<file path="src/hdl/eeprom_host_pkg.sv">
package eeprom_host_pkg;

	localparam int ADDR_W     = 15;
	localparam int DATA_W     = 8;
	localparam int IDX_W      = 6;
	localparam int PAGE_BYTES = 64;
	localparam int CNT_W      = 20;

	localparam int CLK_NS     = 10;
	localparam int SYNC_CYC   = 3;
	localparam int WP_NS      = 100;
	localparam int WPH_NS     = 50;
	localparam int RD_NS      = 90;
	localparam int DF_NS      = 40;
	localparam int WC_US      = 3000;
	localparam int BLC_US     = 150;
	localparam int POWER_US   = 5000;

	localparam int WP_CYC     = (WP_NS + CLK_NS - 1) / CLK_NS;
	localparam int WPH_CYC    = (WPH_NS + CLK_NS - 1) / CLK_NS;
	localparam int RD_CYC     = (RD_NS + CLK_NS - 1) / CLK_NS + SYNC_CYC;
	localparam int DF_CYC     = (DF_NS + CLK_NS - 1) / CLK_NS;
	localparam int WC_CYC     = WC_US * 1000 / CLK_NS;
	localparam int BLC_CYC    = BLC_US * 1000 / CLK_NS;
	localparam int POWER_CYC  = (POWER_US * 1000 + CLK_NS - 1) / CLK_NS;

	localparam logic [ADDR_W-1:0] ID_BASE = 15'h7fc0;
	localparam int TOGGLE_BIT = 6;

	// Lock command sequence, arbitrary neutral values
	localparam logic [2:0][ADDR_W-1:0] LOCK_ADDR    = {15'h3333, 15'h2222, 15'h1111};
	localparam logic [2:0][DATA_W-1:0] LOCK_ON_DATA = {8'h33, 8'h22, 8'h11};
	localparam logic [2:0][DATA_W-1:0] LOCK_OFF_DATA = {8'h66, 8'h55, 8'h44};

	typedef enum logic [2:0] {
		OP_READ, OP_WRITE, OP_WRITE_GUARDED, OP_LOCK_ON, OP_LOCK_OFF
	} op_t;

	typedef struct packed {
		op_t               op;
		logic [ADDR_W-1:0] addr;
		logic [DATA_W-1:0] data;
		logic              id_area;
		logic              last;
	} cmd_t;

	typedef struct packed {
		logic              valid;
		logic [DATA_W-1:0] data;
		logic              timeout;
	} resp_t;

	typedef struct packed {
		logic              ce_n;
		logic              oe_n;
		logic              we_n;
		logic              id_hv;
		logic [ADDR_W-1:0] addr;
		logic [DATA_W-1:0] dq_out;
		logic              dq_oe;
	} pins_t;

endpackage

</file>
<file path="src/hdl/eeprom_host.sv">
// Operation
// Device drives stored byte during reads.
// Device floats data when deselected.
// Write: strobe low, select low, drive high.
// Device latches address on later falling edge.
// Device latches data on first rising edge.
// Device self-times; reads poll meanwhile.
// Programming period at most three milliseconds.
// Page holds one to 64 bytes.
// Next byte within load window, else programs.
// Page bits constant through page load.
// Low bits pick byte, any order.
// Polling read returns inverted top bit.
// After write, true data; new write allowed.
// Toggle line flips each read while busy.
// No write while drive low or deselected.
// Very short strobe pulses are ignored.
// Writes wait five milliseconds after power-up.
// Three-byte sequence turns lock on.
// Locked writes need the sequence first.
// Lock survives power; cleared by disable sequence.
// Sequences use page timing, store nothing.
// Unguarded locked write only runs timer.
// Raised select pin maps identification area.
module eeprom_host
	import eeprom_host_pkg::*;
#(
	parameter int WC_CYCLES    = WC_CYC,
	parameter int BLC_CYCLES   = BLC_CYC,
	parameter int POWER_CYCLES = POWER_CYC
) (
	input  wire logic              clk,
	input  wire logic              reset_n,
	input  wire logic              clk_en,
	input  wire logic              cmd_valid,
	input  wire cmd_t              cmd,
	output logic                   cmd_ready,
	output resp_t                  resp,
	output logic                   busy,
	output pins_t                  pins,
	input  wire logic [DATA_W-1:0] dq_in
);

	typedef enum logic [3:0] {
		S_POWER, S_IDLE, S_RD, S_REC, S_WR_SETUP, S_WR_LOW, S_WR_HIGH, S_GAP
	} state_t;

	state_t              state_q;
	cmd_t                cmd_q;
	pins_t               pins_q;
	resp_t               resp_q;
	logic                ready_q;
	logic                busy_q;
	logic [CNT_W-1:0]    cnt_q;
	logic [CNT_W-1:0]    wc_q;
	logic [1:0]          seq_q;
	logic                prefix_q;
	logic                polling_q;
	logic                have_prev_q;
	logic                prev_bit_q;
	logic [ADDR_W-IDX_W-1:0] page_q;
	logic                page_open_q;
	logic [IDX_W:0]      bytes_q;
	logic [DATA_W-1:0]   dq_s1_q, dq_s2_q, dq_s3_q, dq_stable_q;
	logic [ADDR_W-1:0]   wr_addr;
	logic [DATA_W-1:0]   wr_data;
	logic                take;
	logic                poll_done;

	assign cmd_ready = ready_q;
	assign resp      = resp_q;
	assign busy      = busy_q;
	assign pins      = pins_q;
	assign take      = cmd_valid && ready_q;

	// Data input synchroniser; a change counts once stages two and three agree
	always_ff @(posedge clk or negedge reset_n) begin
		if (!reset_n) begin
			dq_s1_q     <= 8'h00;
			dq_s2_q     <= 8'h00;
			dq_s3_q     <= 8'h00;
			dq_stable_q <= 8'h00;
		end else if (clk_en) begin
			dq_s1_q <= dq_in;
			dq_s2_q <= dq_s1_q;
			dq_s3_q <= dq_s2_q;
			if (dq_s2_q == dq_s3_q)
				dq_stable_q <= dq_s3_q;
		end
	end

	// Byte for the current write step: lock sequence or user data
	always_comb begin
		wr_addr = cmd_q.addr;
		wr_data = cmd_q.data;
		if (prefix_q) begin
			wr_addr = LOCK_ADDR[seq_q];
			wr_data = (cmd_q.op == OP_LOCK_OFF) ? LOCK_OFF_DATA[seq_q]
				: LOCK_ON_DATA[seq_q];
		end else begin
			if (page_open_q)
				wr_addr = {page_q, cmd_q.addr[IDX_W-1:0]};
			if (cmd_q.id_area)
				wr_addr = ID_BASE | {9'h000, wr_addr[IDX_W-1:0]};
		end
	end

	// Toggle line stopped: two polling reads in a row agree
	assign poll_done = have_prev_q && (dq_stable_q[TOGGLE_BIT] == prev_bit_q);

	// Main sequencer
	always_ff @(posedge clk or negedge reset_n) begin
		if (!reset_n) begin
			state_q     <= S_POWER;
			cmd_q       <= '0;
			pins_q      <= '{ce_n: 1'b1, oe_n: 1'b1, we_n: 1'b1, id_hv: 1'b0,
				addr: 15'h0000, dq_out: 8'h00, dq_oe: 1'b0};
			resp_q      <= '0;
			ready_q     <= 1'b0;
			busy_q      <= 1'b1;
			cnt_q       <= '0;
			seq_q       <= 2'h0;
			prefix_q    <= 1'b0;
			polling_q   <= 1'b0;
			have_prev_q <= 1'b0;
			prev_bit_q  <= 1'b0;
			page_q      <= '0;
			page_open_q <= 1'b0;
			bytes_q     <= '0;
		end else if (clk_en) begin
			resp_q.valid <= 1'b0;
			cnt_q        <= cnt_q + 1'b1;
			unique case (state_q)
				S_POWER: begin
					if (cnt_q == CNT_W'(POWER_CYCLES - 1)) begin
						state_q <= S_IDLE;
						ready_q <= 1'b1;
						busy_q  <= 1'b0;
					end
				end
				S_IDLE: begin
					cnt_q <= '0;
					if (take) begin
						cmd_q       <= cmd;
						ready_q     <= 1'b0;
						busy_q      <= 1'b1;
						seq_q       <= 2'h0;
						prefix_q    <= (cmd.op != OP_WRITE) && (cmd.op != OP_READ);
						page_open_q <= 1'b0;
						bytes_q     <= '0;
						pins_q.id_hv <= cmd.id_area;
						state_q     <= (cmd.op == OP_READ) ? S_RD : S_WR_SETUP;
					end
				end
				S_RD: begin
					pins_q.addr <= cmd_q.id_area
						? (ID_BASE | {9'h000, cmd_q.addr[IDX_W-1:0]}) : cmd_q.addr;
					if (polling_q)
						pins_q.addr <= wr_addr;
					pins_q.ce_n <= 1'b0;
					pins_q.oe_n <= 1'b0;
					if (cnt_q == CNT_W'(RD_CYC)) begin
						pins_q.ce_n <= 1'b1;
						pins_q.oe_n <= 1'b1;
						cnt_q       <= '0;
						state_q     <= S_REC;
					end
				end
				S_REC: begin
					if (cnt_q == CNT_W'(DF_CYC - 1)) begin
						cnt_q <= '0;
						if (!polling_q) begin
							resp_q  <= '{valid: 1'b1, data: dq_stable_q, timeout: 1'b0};
							state_q <= S_IDLE;
							ready_q <= 1'b1;
							busy_q  <= 1'b0;
							pins_q.id_hv <= 1'b0;
						end else if (poll_done || wc_q >= CNT_W'(WC_CYCLES)) begin
							resp_q  <= '{valid: 1'b1, data: dq_stable_q, timeout: !poll_done};
							polling_q <= 1'b0;
							state_q <= S_IDLE;
							ready_q <= 1'b1;
							busy_q  <= 1'b0;
							pins_q.id_hv <= 1'b0;
						end else begin
							have_prev_q <= 1'b1;
							prev_bit_q  <= dq_stable_q[TOGGLE_BIT];
							state_q     <= S_RD;
						end
					end
				end
				S_WR_SETUP: begin
					ready_q       <= 1'b0;
					pins_q.addr   <= wr_addr;
					pins_q.dq_out <= wr_data;
					pins_q.dq_oe  <= 1'b1;
					pins_q.oe_n   <= 1'b1;
					pins_q.ce_n   <= 1'b0;
					state_q       <= S_WR_LOW;
					cnt_q         <= '0;
					if (!prefix_q && !page_open_q) begin
						page_q      <= wr_addr[ADDR_W-1:IDX_W];
						page_open_q <= 1'b1;
					end
				end
				S_WR_LOW: begin
					pins_q.we_n <= 1'b0;
					if (cnt_q == CNT_W'(WP_CYC)) begin
						pins_q.we_n <= 1'b1;
						cnt_q       <= '0;
						state_q     <= S_WR_HIGH;
					end
				end
				S_WR_HIGH: begin
					if (cnt_q == CNT_W'(WPH_CYC - 1)) begin
						pins_q.ce_n  <= 1'b1;
						pins_q.dq_oe <= 1'b0;
						cnt_q        <= '0;
						if (prefix_q && seq_q != 2'h2) begin
							seq_q   <= seq_q + 2'h1;
							state_q <= S_WR_SETUP;
						end else if (prefix_q && cmd_q.op != OP_WRITE_GUARDED) begin
							prefix_q <= 1'b0;
							polling_q <= 1'b1;
							have_prev_q <= 1'b0;
							state_q  <= S_RD;
						end else if (prefix_q) begin
							prefix_q <= 1'b0;
							state_q  <= S_WR_SETUP;
						end else begin
							bytes_q <= bytes_q + 1'b1;
							if (cmd_q.last || bytes_q == 7'(PAGE_BYTES - 1)) begin
								polling_q   <= 1'b1;
								have_prev_q <= 1'b0;
								state_q     <= S_RD;
							end else begin
								ready_q <= 1'b1;
								state_q <= S_GAP;
							end
						end
					end
				end
				S_GAP: begin
					if (take) begin
						cmd_q.addr <= cmd.addr;
						cmd_q.data <= cmd.data;
						cmd_q.last <= cmd.last;
						ready_q    <= 1'b0;
						state_q    <= S_WR_SETUP;
					end else if (cnt_q >= CNT_W'(BLC_CYCLES - 2)) begin
						ready_q     <= 1'b0;
						polling_q   <= 1'b1;
						have_prev_q <= 1'b0;
						cnt_q       <= '0;
						state_q     <= S_RD;
					end
				end
			endcase
		end
	end

	// Elapsed programming time, from the last strobe of a load
	always_ff @(posedge clk or negedge reset_n) begin
		if (!reset_n)
			wc_q <= '0;
		else if (clk_en) begin
			if (state_q == S_WR_LOW)
				wc_q <= '0;
			else if (wc_q != '1)
				wc_q <= wc_q + 1'b1;
		end
	end

	chk_write_drive_high: assert property (@(posedge clk) disable iff (!reset_n)
		!pins_q.we_n |-> pins_q.oe_n && !pins_q.ce_n)
		else $error("strobe low without select low and drive high");
	chk_no_contention: assert property (@(posedge clk) disable iff (!reset_n)
		pins_q.dq_oe |-> pins_q.oe_n)
		else $error("host drives data while output drive low");
	chk_pulse_width: assert property (@(posedge clk) disable iff (!reset_n)
		(clk_en && $fell(pins_q.we_n)) |-> !pins_q.we_n [*8])
		else $error("write strobe pulse too short");
	chk_power_wait: assert property (@(posedge clk) disable iff (!reset_n)
		state_q == S_POWER |-> pins_q.we_n && busy_q)
		else $error("write attempted before power-up delay");
	chk_page_bits: assert property (@(posedge clk) disable iff (!reset_n)
		($fell(pins_q.we_n) && !prefix_q && bytes_q != '0)
			|-> pins_q.addr[ADDR_W-1:IDX_W] == page_q)
		else $error("page bits changed during page load");
	chk_gap_window: assert property (@(posedge clk) disable iff (!reset_n)
		state_q == S_GAP |-> cnt_q < CNT_W'(BLC_CYCLES))
		else $error("byte load window exceeded");
	chk_byte_count: assert property (@(posedge clk) disable iff (!reset_n)
		bytes_q <= 7'(PAGE_BYTES))
		else $error("more than one page of bytes loaded");
	chk_lock_address: assert property (@(posedge clk) disable iff (!reset_n)
		($fell(pins_q.we_n) && prefix_q) |-> pins_q.addr == LOCK_ADDR[seq_q])
		else $error("lock sequence address wrong");
	chk_poll_ends: assert property (@(posedge clk) disable iff (!reset_n)
		(state_q == S_REC && polling_q && clk_en && cnt_q == CNT_W'(DF_CYC - 1) && poll_done)
			|=> resp_q.valid && !resp_q.timeout && ready_q)
		else $error("polling did not end on stopped toggle");
	chk_busy_ready: assert property (@(posedge clk) disable iff (!reset_n)
		ready_q && state_q == S_IDLE |-> !busy_q && !polling_q)
		else $error("ready while write cycle pending");

	cov_read: cover property (@(posedge clk) disable iff (!reset_n)
		resp_q.valid && !polling_q && !resp_q.timeout);
	cov_page: cover property (@(posedge clk) disable iff (!reset_n) bytes_q == 7'h02);
	cov_lock_on: cover property (@(posedge clk) disable iff (!reset_n)
		prefix_q && seq_q == 2'h2 && cmd_q.op == OP_LOCK_ON);
	cov_timeout: cover property (@(posedge clk) disable iff (!reset_n)
		resp_q.valid && resp_q.timeout);

endmodule

</file>
<file path="config.mk">
export PLATFORM = sky130hd
export DESIGN_NAME = eeprom_host
export DESIGN_NICKNAME = d
export VERILOG_FILES = /design/src/hdl/eeprom_host_pkg.sv /design/src/hdl/eeprom_host.sv
export SDC_FILE = /design/constraint.sdc
export NUM_CORES = 1
export LEC_CHECK = 0
export BUFFER_PORTS_ARGS = -buffer_cell sky130_fd_sc_hd__buf_2
export CAP_MARGIN = 5
export CORE_MARGIN = 10
export CORE_UTILIZATION = 40
export DETAILED_ROUTE_END_ITERATION = 8
export PLACE_DENSITY = 0.7
export SYNTH_ARGS = -nofsm -noshare
export SYNTH_HDL_FRONTEND = slang
export SYNTH_SLANG_ARGS = --single-unit
</file>
<file path="constraint.sdc">
create_clock -name clk -period 7.8 [get_ports clk]
set_clock_uncertainty 0.15 [all_clocks]
set_input_delay 0.39 -clock clk [delete_from_list [all_inputs] [get_ports clk]]
set_output_delay 0.39 -clock clk [all_outputs]
set_load 0.02 [all_outputs]
</file>
Word level (Yosys, flattened, before mapping). Index checks and enable logic that the tools add are counted.

Bits in registers: 167. Bits of input ports: 40. Output and inout bits: 40. Word-level logic and storage cells: 243.

Add/sub/neg operators: 4. Magnitude comparators: 3. Eq/ne operators: 42. Multiplexer cells: 113. Bitwise logic cells: 1. Reduce and logical (&&, ||, !) cells: 48.

Operator list (number): two-way mux 20 bit (8); case mux 20 bit (6 select lines) (1); two-way mux 15 bit (6); case mux 23 bit (2 select lines) (1); two-way mux 1 bit (45); two-way mux 4 bit (11); adder 20 x 1 -> 20 bit (second input constant) (2); == test 20 x 4 -> 1 bit (second input constant) (2); two-way mux 10 bit (4); inequality test 2 bit (second input constant) (18); two-way mux 7 bit (5); binary-select mux 8 bit (select 2 bit) (2); two-way mux 8 bit (4); case mux 4 bit (8 select lines) (1); binary-select mux 15 bit (select 2 bit) (1); case mux 15 bit (2 select lines) (1); two-way mux 25 bit (1); two-way mux 23 bit (1); == test 20 x 19 -> 1 bit (second input constant) (1); == test 20 x 2 -> 1 bit (second input constant) (1); == test 20 x 3 -> 1 bit (second input constant) (1); greater-or-equal comparator 20 x 14 -> 1 bit (second input constant) (1); greater-or-equal comparator 20 x 19 -> 1 bit (second input constant) (1); inequality test 20 bit (second input constant) (1); other kinds (41) (91).

Depth between registers and ports, before layout. Gate-level depths: netlist of run 1.

Depth in word-level cells: 8. Mapped depth: 10. Gate-level depth less buffers: 8.

Least setup slack after synthesis of run 1. Ideal clock, no wire load.

Path type: register -> register. Start point: reg cnt_q[9]. End point: reg ready_q, in the netlist cmd_ready. Library setup time: 125 ps. Data arrival time: 2633 ps. Data required time: 7525 ps. Slack: 4893 ps. Stages on the path, launching flop included: 9. Path buffers: 2. Clock period less this slack: 2907 ps. Cell sequence: dfrtp_1 -> buf_6 -> or4_1 -> or4_4 -> buf_6 -> o31ai_4 -> nand3_2 -> nor3b_1 -> mux2_2.

Longest elaborated chain between the ends: 3. Elaborated cells between the ends (all ways): 9. Those cells by class: 1 x order compare; 7 x eq/ne; 1 x reduce/logical.

Ends and longest elaborated chain: start, declared (RTL line eeprom_host.sv:54) `logic [CNT_W-1:0] cnt_q;`; start signal, assigned (RTL line eeprom_host.sv:132) `cnt_q <= cnt_q + 1'b1;`; greater-or-equal comparator 20 x 14 -> 1 bit (tied with other cells) (RTL line eeprom_host.sv:250) `end else if (cnt_q >= CNT_W'(BLC_CYCLES - 2)) begin`; inequality test 3 bit (no source line) / inequality test 2 bit (equally long branches); AND reduction 12 bit (no source line) *; end signal, assigned (RTL line eeprom_host.sv:237) `ready_q <= 1'b1;`; end signal, assigned (RTL line eeprom_host.sv:248) `ready_q <= 1'b0;`; end signal, assigned (RTL line eeprom_host.sv:251) `ready_q <= 1'b0;`; end, declared (RTL line eeprom_host.sv:52) `logic ready_q;`.

Every way passes the cells marked *; elsewhere a longest branch is shown, timed or not. A chain may end at the register's enable or synchronous reset.

Worst setup path after layout of run 1.
Start point: reg cnt_q[9]. End point: reg cnt_q[13].

Longest elaborated chain between the ends: 4. Elaborated cells between the ends (all ways): 13. Those cells by class: 1 x add/sub; 1 x order compare; 4 x eq/ne; 7 x mux.

Ends and longest elaborated chain: adder 20 x 1 -> 20 bit / greater-or-equal comparator 20 x 14 -> 1 bit (equally long branches) (RTL line eeprom_host.sv:132, eeprom_host.sv:250); two-way mux 20 bit (RTL line eeprom_host.sv:250); two-way mux 20 bit (RTL line eeprom_host.sv:244) `if (take) begin`; case mux 20 bit (6 select lines) * (RTL line eeprom_host.sv:133) `unique case (state_q)`.

Marks and branches as above.

==> results of run 1 <==
## tightest hold or removal path: cells and delay by family
kind,cells,cell delay [ps]
simple gates,2,100
buf+inv,1,90
## Yosys cell counts, types with 4 or more instances
cell type	number
nand3_1	24
o21ai_1	6
o211ai_1	9
xnor2_1	14
clkbuf_1	35
o31ai_1	10
nand4_1	16
o311ai_1	6
a21o_1	4
o41ai_1	8
xor2_1	14
nor3_1	14
nor4_1	9
nand2_1	101
ha_1	10
o22ai_1	10
and3_1	6
inv_1	21
a21oi_1	30
o21ai_0	65
or4_1	11
mux2_2	72
dfrtp_1	162
o21a_1	6
mux2i_1	8
nor2_1	62
dfstp_2	4
or2_2	6
buf_1	4
or3_1	13
## flip-flops by register name, summed over array words and instances (netlist names), 3 cells and up
| signal | flops |
|---|---|
| bytes_q | 7 |
| cmd_q | 28 |
| cnt_q | 20 |
| dq_s1_q | 8 |
| dq_s2_q | 8 |
| dq_s3_q | 8 |
| dq_stable_q | 8 |
| page_q | 9 |
| pins | 28 |
| resp | 10 |
| state_q | 3 |
| wc_q | 20 |
## stage by stage
stage | instance area, um2 | power (W) | instances
2_1_floorplan | 8269 | 0.001181 | 820
3_3_place_gp | 8869 | 0.001250 | 1130
3_5_place_dp | 8869 | 0.001257 | 1130
4_1_cts | 9463 | 0.002101 | 1163
5_1_grt | 9474 | 0.002182 | 1164
6_report | 9474 | 0.002087 | 1164
## how the worst min path moves through the flow
| stage | to | slack (ps) | start |
|---|---|---|---|
| final | cmd_q[25]$_DFFE_PN0P_ | 30 | cmd[25] |
| after global routing | cmd_q[11]$_DFFE_PN0P_ | 30 | cmd[11] |
| after CTS | cmd_q[11]$_DFFE_PN0P_ | 30 | cmd[11] |
| after detailed placement | busy$_DFFE_PN1P_ | 310 | busy$_DFFE_PN1P_ |
| after global placement | pins[1]$_DFFE_PN0P_ | 310 | pins[1]$_DFFE_PN0P_ |
| after floorplan | bytes_q[0]$_DFFE_PN0P_ | -60 | reset_n |
## cells by family after synthesis
group	after synthesis	synth area share, %
DFF	166	50.30
and+or+nand+nor	288	17.07
buffers and inverters	67	3.268
adders and majority gates	10	1.513
AOI/OAI and AO/OA	181	14.12
muxes	80	10.77
xor gates and xnor gates	28	2.966
## where the power goes
| group | internal [W] | total [W] | switching (W) |
|---|---|---|---|
| registers | 0.000928 | 0.00101 | 0.0000816 |
| clock network | 0.000492 | 0.000844 | 0.000352 |
| logic | 0.000106 | 0.000234 | 0.000128 |
## final cells by class
type,instances,area [um2]
Timing Repair Buffer,86,460.4
Fill cell,1946,10830
Multi-Input combinational cell,587,3846
Tap cell,270,337.8
Sequential cell,166,4159
Clock buffer,23,467.9
Clock inverter,9,116.4
Inverter,23,86.33
## routing by layer
| layer | vias to the layer above | track usage [%] | wire (um) |
|---|---|---|---|
| met4 | 0 | 4.752 | 289 |
| li1 | 3078 | - | - |
| met1 | 3152 | 19.89 | 8975 |
| met2 | 152 | 23.61 | 9222 |
| met5 | - | 0 | 0 |
| met3 | 29 | 2.879 | 934 |
==> impl_results.md, run 1 <==
* GP Congestion at 0.8783
* Status: finished clean
* Layout cells sized above 1 at 23.27%
* Worst setup margin at 4259 ps
* Max cap viols at 0
* Max frequency at 282.4 MHz
* 1st-iter DRT viols at 473
* Max H-tree Level at 4
* Vias post-DR at 6411
* Post-route core utilization at 46.67%
* CP Buf/Inv Count at 0
* Remaining DRCs at 0
* Worst path required time at 7940 ps
* CP Depth at 6
* Die width at 163.8 um
* Post-Syn Area at 8269 um2
* Root Buffer: clkbuf_16
* Syn_nets at 870
* CP arrival at 3680 ps
* Worst Tran Pin Value at 1045 ps
* Critical-path cell list: or4_1 -> or4_4 -> o31ai_4 -> nand4_2 -> o21ai_2 -> o311ai_1
* WL/cell at 16.68 um
* Tcrit/Tclk final at 45.39%
* Slowest stage delay, CP at 610 ps
* Post-synth EDFFs at 0
* Async SR Flop Fraction at 100.0%
* Cts hold-fix bufs at 1
* Register clock-pin slew on the reported worst setup and hold paths at 70 ps
* Initial antenna violation count at 0
* # clock sinks at 166
* Commonest non-fill, non-tap cell in the layout: dfrtp_1
* DIE AREA at 26820 um2
* Pins Over Slew Limit at 0
* # Post-CTS Setup Buffers at 0
* Leak pwr at 4.336 nW
* Hold Vio Cnt, Final at 0
* Commonest non-fill, non-tap cells in the layout: dfrtp_1, nand2_1, buf_2, mux2_2, o21ai_0
* Worst setup path start: cnt_q[9]$_DFFE_PN0P_
* Worst vdd ir at 0.1518 mV
* HPWL after DPL at 13.27 mm
* Power Dens Cells at 220.3 nW/um2
* # setup viols final at 0
* HP Class: primary input to flop
* Clock buffer depth at 2
* CTS resizes at 0
* CP Launch Type: flop
* Worst r2r path cells at 6
* Yosys Warn Count at 0
* GRT overflow at 0
* Die Ht at 163.8 um
* CTS tree: done
* CP Max Fanout at 17
* Area growth from synthesis to layout at 14.57%
* Worst reg2reg setup slack at 4260 ps
* Top cell type's share of synthesized area at 49.02%
* Effective utilization at floorplan at 40.74%
* First-pass GRT wire length at 32.57 mm
* Pre-CTS WS at 4313 ps
* Final wirelength at 19.42 mm
* Num rows at 52
* Cell family with most CP delay: simple AND/OR/NAND/NOR gates
* Post-synthesis cell type count at 68
* Synthesized instance count at 820
* Routed vias/inst at 5.508
* Leading area contributor after synthesis: dfrtp_1
* Total iterations of the first detailed-routing run at 7
* Sequential cell area fraction in the yosys report at 50.30%
* N_diodes at 0
* Vias in the first global route at 6342
* Clk Latency, worst-skew pair at 430 ps
* Fin crit period at 3541 ps
* Largest net degree at the start of global routing at 95
* I/O Buffers at 79
* Reg2reg start: cnt_q[9]$_DFFE_PN0P_
* CTS Buf Count at 17
* Synthesis-stage register bit count at 166
* Fin Setup TNS at 0 ps
* CP Class: flop to flop
* Synth area leaders: dfrtp_1, mux2_2, nand2_1
* Syn Area/Cell at 10.08 um2
* FF-to-FF End: cnt_q[13]$_DFFE_PN0P_
* Dominant synthesized flop cell: dfrtp_1
* RSZ-0062 raised after global routing: false
* Crit path to: cnt_q[13]$_DFFE_PN0P_
* Hold Path Depth at 3
* Final antenna-violating net count at 0
* All-Layer GR Usage at 14.82%
* Min Hold Slack at 32.05 ps
* Net count, final at 931
* I/O Pins at 80
* CP endpoint kind: flop
* Critical-path top delay cell: o21ai_2
* Max_slew headroom at 30.13%
* Core ar. at 20300 um2
(Power assumes the default switching activity.)
==> run 2: changes to the inputs <==
--- a/config.mk
+++ b/config.mk
@@ -5,12 +5,13 @@
 export SDC_FILE = /design/constraint.sdc
 export NUM_CORES = 1
 export LEC_CHECK = 0
+export ABC_AREA = 1
 export BUFFER_PORTS_ARGS = -buffer_cell sky130_fd_sc_hd__buf_2
 export CAP_MARGIN = 5
 export CORE_MARGIN = 10
 export CORE_UTILIZATION = 40
 export DETAILED_ROUTE_END_ITERATION = 8
-export PLACE_DENSITY = 0.7
+export PLACE_DENSITY = 0.69
 export SYNTH_ARGS = -nofsm -noshare
 export SYNTH_HDL_FRONTEND = slang
 export SYNTH_SLANG_ARGS = --single-unit
==> constraint.sdc (replaced) <==
create_clock -name clk -period 3.7 [get_ports clk]
set_clock_uncertainty 0.15 [all_clocks]
set_input_delay 0.185 -clock clk [delete_from_list [all_inputs] [get_ports clk]]
set_output_delay 0.185 -clock clk [all_outputs]
set_load 0.02 [all_outputs]
==> run 2 against run 1 <==
Net effect: register-to-register slack got worse by 3000 ps; cell count increased by 31%; cell area increased by 8.3%; highest routed layer unchanged.
==> impl_results.md, run 2 <==
* Leak pwr at 5.115 nW
* Max frequency at 405.7 MHz
* Dominant synthesized flop cell: dfrtp_1
* CTS tree: done
* Final wirelength at 21.85 mm
* Num rows at 53
* Area growth from synthesis to layout at 18.04%
* I/O Pins at 80
* Core ar. at 21220 um2
* Largest net degree at the start of global routing at 103
* GP Congestion at 0.9339
* First-pass GRT wire length at 37.33 mm
* # Post-CTS Setup Buffers at 0
* Routed vias/inst at 5.090
* HPWL after DPL at 15.33 mm
* Power Dens Cells at 427.4 nW/um2
* Register clock-pin slew on the reported worst setup and hold paths at 70 ps
* CP Launch Type: flop
* Post-Syn Area at 8696 um2
* CP endpoint kind: flop
* Max H-tree Level at 4
* Hold Path Depth at 5
* Worst Tran Pin Value at 997.1 ps
* Post-synthesis cell type count at 47
* Vias in the first global route at 7647
* WL/cell at 14.32 um
* Status: finished clean
* Vias post-DR at 7768
* Fin crit period at 2465 ps
* # setup viols final at 0
* Max cap viols at 0
* All-Layer GR Usage at 15.71%
* Worst vdd ir at 0.2457 mV
* Hold Vio Cnt, Final at 0
* Clk Latency, worst-skew pair at 430 ps
* Initial antenna violation count at 0
* Leading area contributor after synthesis: dfrtp_1
* Top cell type's share of synthesized area at 46.62%
* Syn_nets at 1184
* Layout cells sized above 1 at 11.67%
* 1st-iter DRT viols at 684
* Synthesized instance count at 1134
* CP Class: flop to flop
* Async SR Flop Fraction at 100.0%
* Fin area at 10260 um2
* Total iterations of the first detailed-routing run at 6
* Die width at 167.4 um
* CP arrival at 2680 ps
* Yosys Warn Count at 0
* # clock sinks at 166
* Post-synth EDFFs at 0
* Net count, final at 1288
* Die Ht at 167.4 um
* Min Hold Slack at 138.8 ps
* Placed cell area at 9296 um2
* CTS Buf Count at 17
* I/O Buffers at 79
* RSZ-0062 raised after global routing: false
* Root Buffer: clkbuf_16
* CP Max Fanout at 37
* N_diodes at 0
* Fin Setup TNS at 0 ps
* Final antenna-violating net count at 0
* Clock buffer depth at 2
* Top-count cell post-synth: nand2_1
* Pins Over Slew Limit at 0
* Commonest non-fill, non-tap cell in the layout: nand2_1
* Remaining DRCs at 0
* Fillers at 2046
* Effective utilization at floorplan at 40.98%
* HP Class: primary input to flop
* Post-route core utilization at 48.37%
* GRT overflow at 0
* Sequential cell area fraction in the yosys report at 47.83%
* Max_slew headroom at 33.52%
* Commonest non-fill, non-tap cells in the layout: nand2_1, dfrtp_1, inv_1, nor2_1, nand3_1
* Commonest cells post-synth: nand2_1, dfrtp_1, inv_1, nor2_1, nand3_1
* Synth area leaders: dfrtp_1, nand2_1, nand3_1
* Syn Area/Cell at 7.668 um2
* Worst r2r path cells at 6
* Synthesis-stage register bit count at 166
* Tcrit/Tclk final at 66.61%
* Worst path required time at 3920 ps
* DIE AREA at 28040 um2
run 2: cell types whose count changed after synthesis, sizes merged, moves of 8 or more:
cell,change
nand2,+226
inv,+108
nand3,+83
mux2,-72
nor2,+49
o21ai,+34
clkbuf,-13
or3,-13
or4,-12
xnor2,-11
o41ai,-9
nand4,+8
run 2: final timing paths:
kind / start / end / slack [ps]
min in group asynchronous: reset_n / wc_q[18]$_DFFE_PN0P_ / 250
worst min register to register: dq_s1_q[1]$_DFFE_PN0P_ / dq_s1_q[1]$_DFFE_PN0P_ / 320
worst max-delay path: state_q[2]$_DFFE_PN0P_ / cmd_q[22]$_DFFE_PN0P_ / 1240
max in group asynchronous: reset_n / pins[19]$_DFFE_PN0P_ / 2260
worst max register to register: state_q[2]$_DFFE_PN0P_ / cmd_q[22]$_DFFE_PN0P_ / 1240
worst min-delay path: clk_en / prev_bit_q$_DFFE_PN0P_ / 140
run 2: layout make-up:
| type | count | area, um2 | area share [%] |
|---|---|---|---|
| Tap cell | 275 | 344.1 | 3.352 |
| Sequential cell | 166 | 4159 | 40.52 |
| Timing Repair Buffer | 123 | 837.1 | 8.155 |
| Multi-Input combinational cell | 798 | 3831 | 37.32 |
| Inverter | 132 | 495.5 | 4.827 |
| Clock buffer | 18 | 439.2 | 4.278 |
| Clock inverter | 14 | 158.9 | 1.548 |
run 2: cell families (layout without fill, tap and decap cells):
family	after synthesis	in the layout	synth area share, %
compound gates	161	161	10.12
xor+xnor	24	24	2.417
fa+ha+maj	10	10	1.439
buf+inv	170	287	8.115
flops	166	166	47.83
mux	1	1	0.1151
simple gates	602	602	29.97
run 2: where the power goes:
| part | leakage, nW | total (W) | switching, W | internal [W] |
|---|---|---|---|---|
| Sequential | 2.06 | 0.00209 | 0.000132 | 0.00196 |
| Combinational | 2.77 | 0.000535 | 0.000336 | 0.000199 |
| Clock | 0.288 | 0.00176 | 0.000842 | 0.000923 |
run 2: worst max-delay path, stage by stage, from the launching register on:
cell,delay [ps]
dfrtp_1,500
inv_1,140
nor2_1,370
nand2_1,360
nand2_2,590
nand3_1,190
nand2_1,100
run 2: routing by layer:
metal	global-route usage, %	vias up	wire (um)
met5	0	-	0
li1	-	3871	-
met3	2.809	52	1095
met2	24.29	238	9939
met4	6.624	0	656
met1	21.15	3607	10160
run 2: timing repair:
item | CTS | global route
gates resized for setup | 0 | 0
endpoints found under the hold margin | 134 | 0
hold buffers | 37 | 0
endpoints found under the setup margin | 0 | 0
run 2: through the flow:
| step | worst slack (ps) | power (W) | cells |
|---|---|---|---|
| finish | 1235 | 0.004387 | 1526 |
| floorplan | 1731 | 0.002443 | 1134 |
| global route | 984.2 | 0.004608 | 1526 |
| CTS | 1264 | 0.004415 | 1526 |
| detailed placement | 1287 | 0.002625 | 1457 |
| global placement | 1344 | 0.002611 | 1457 |
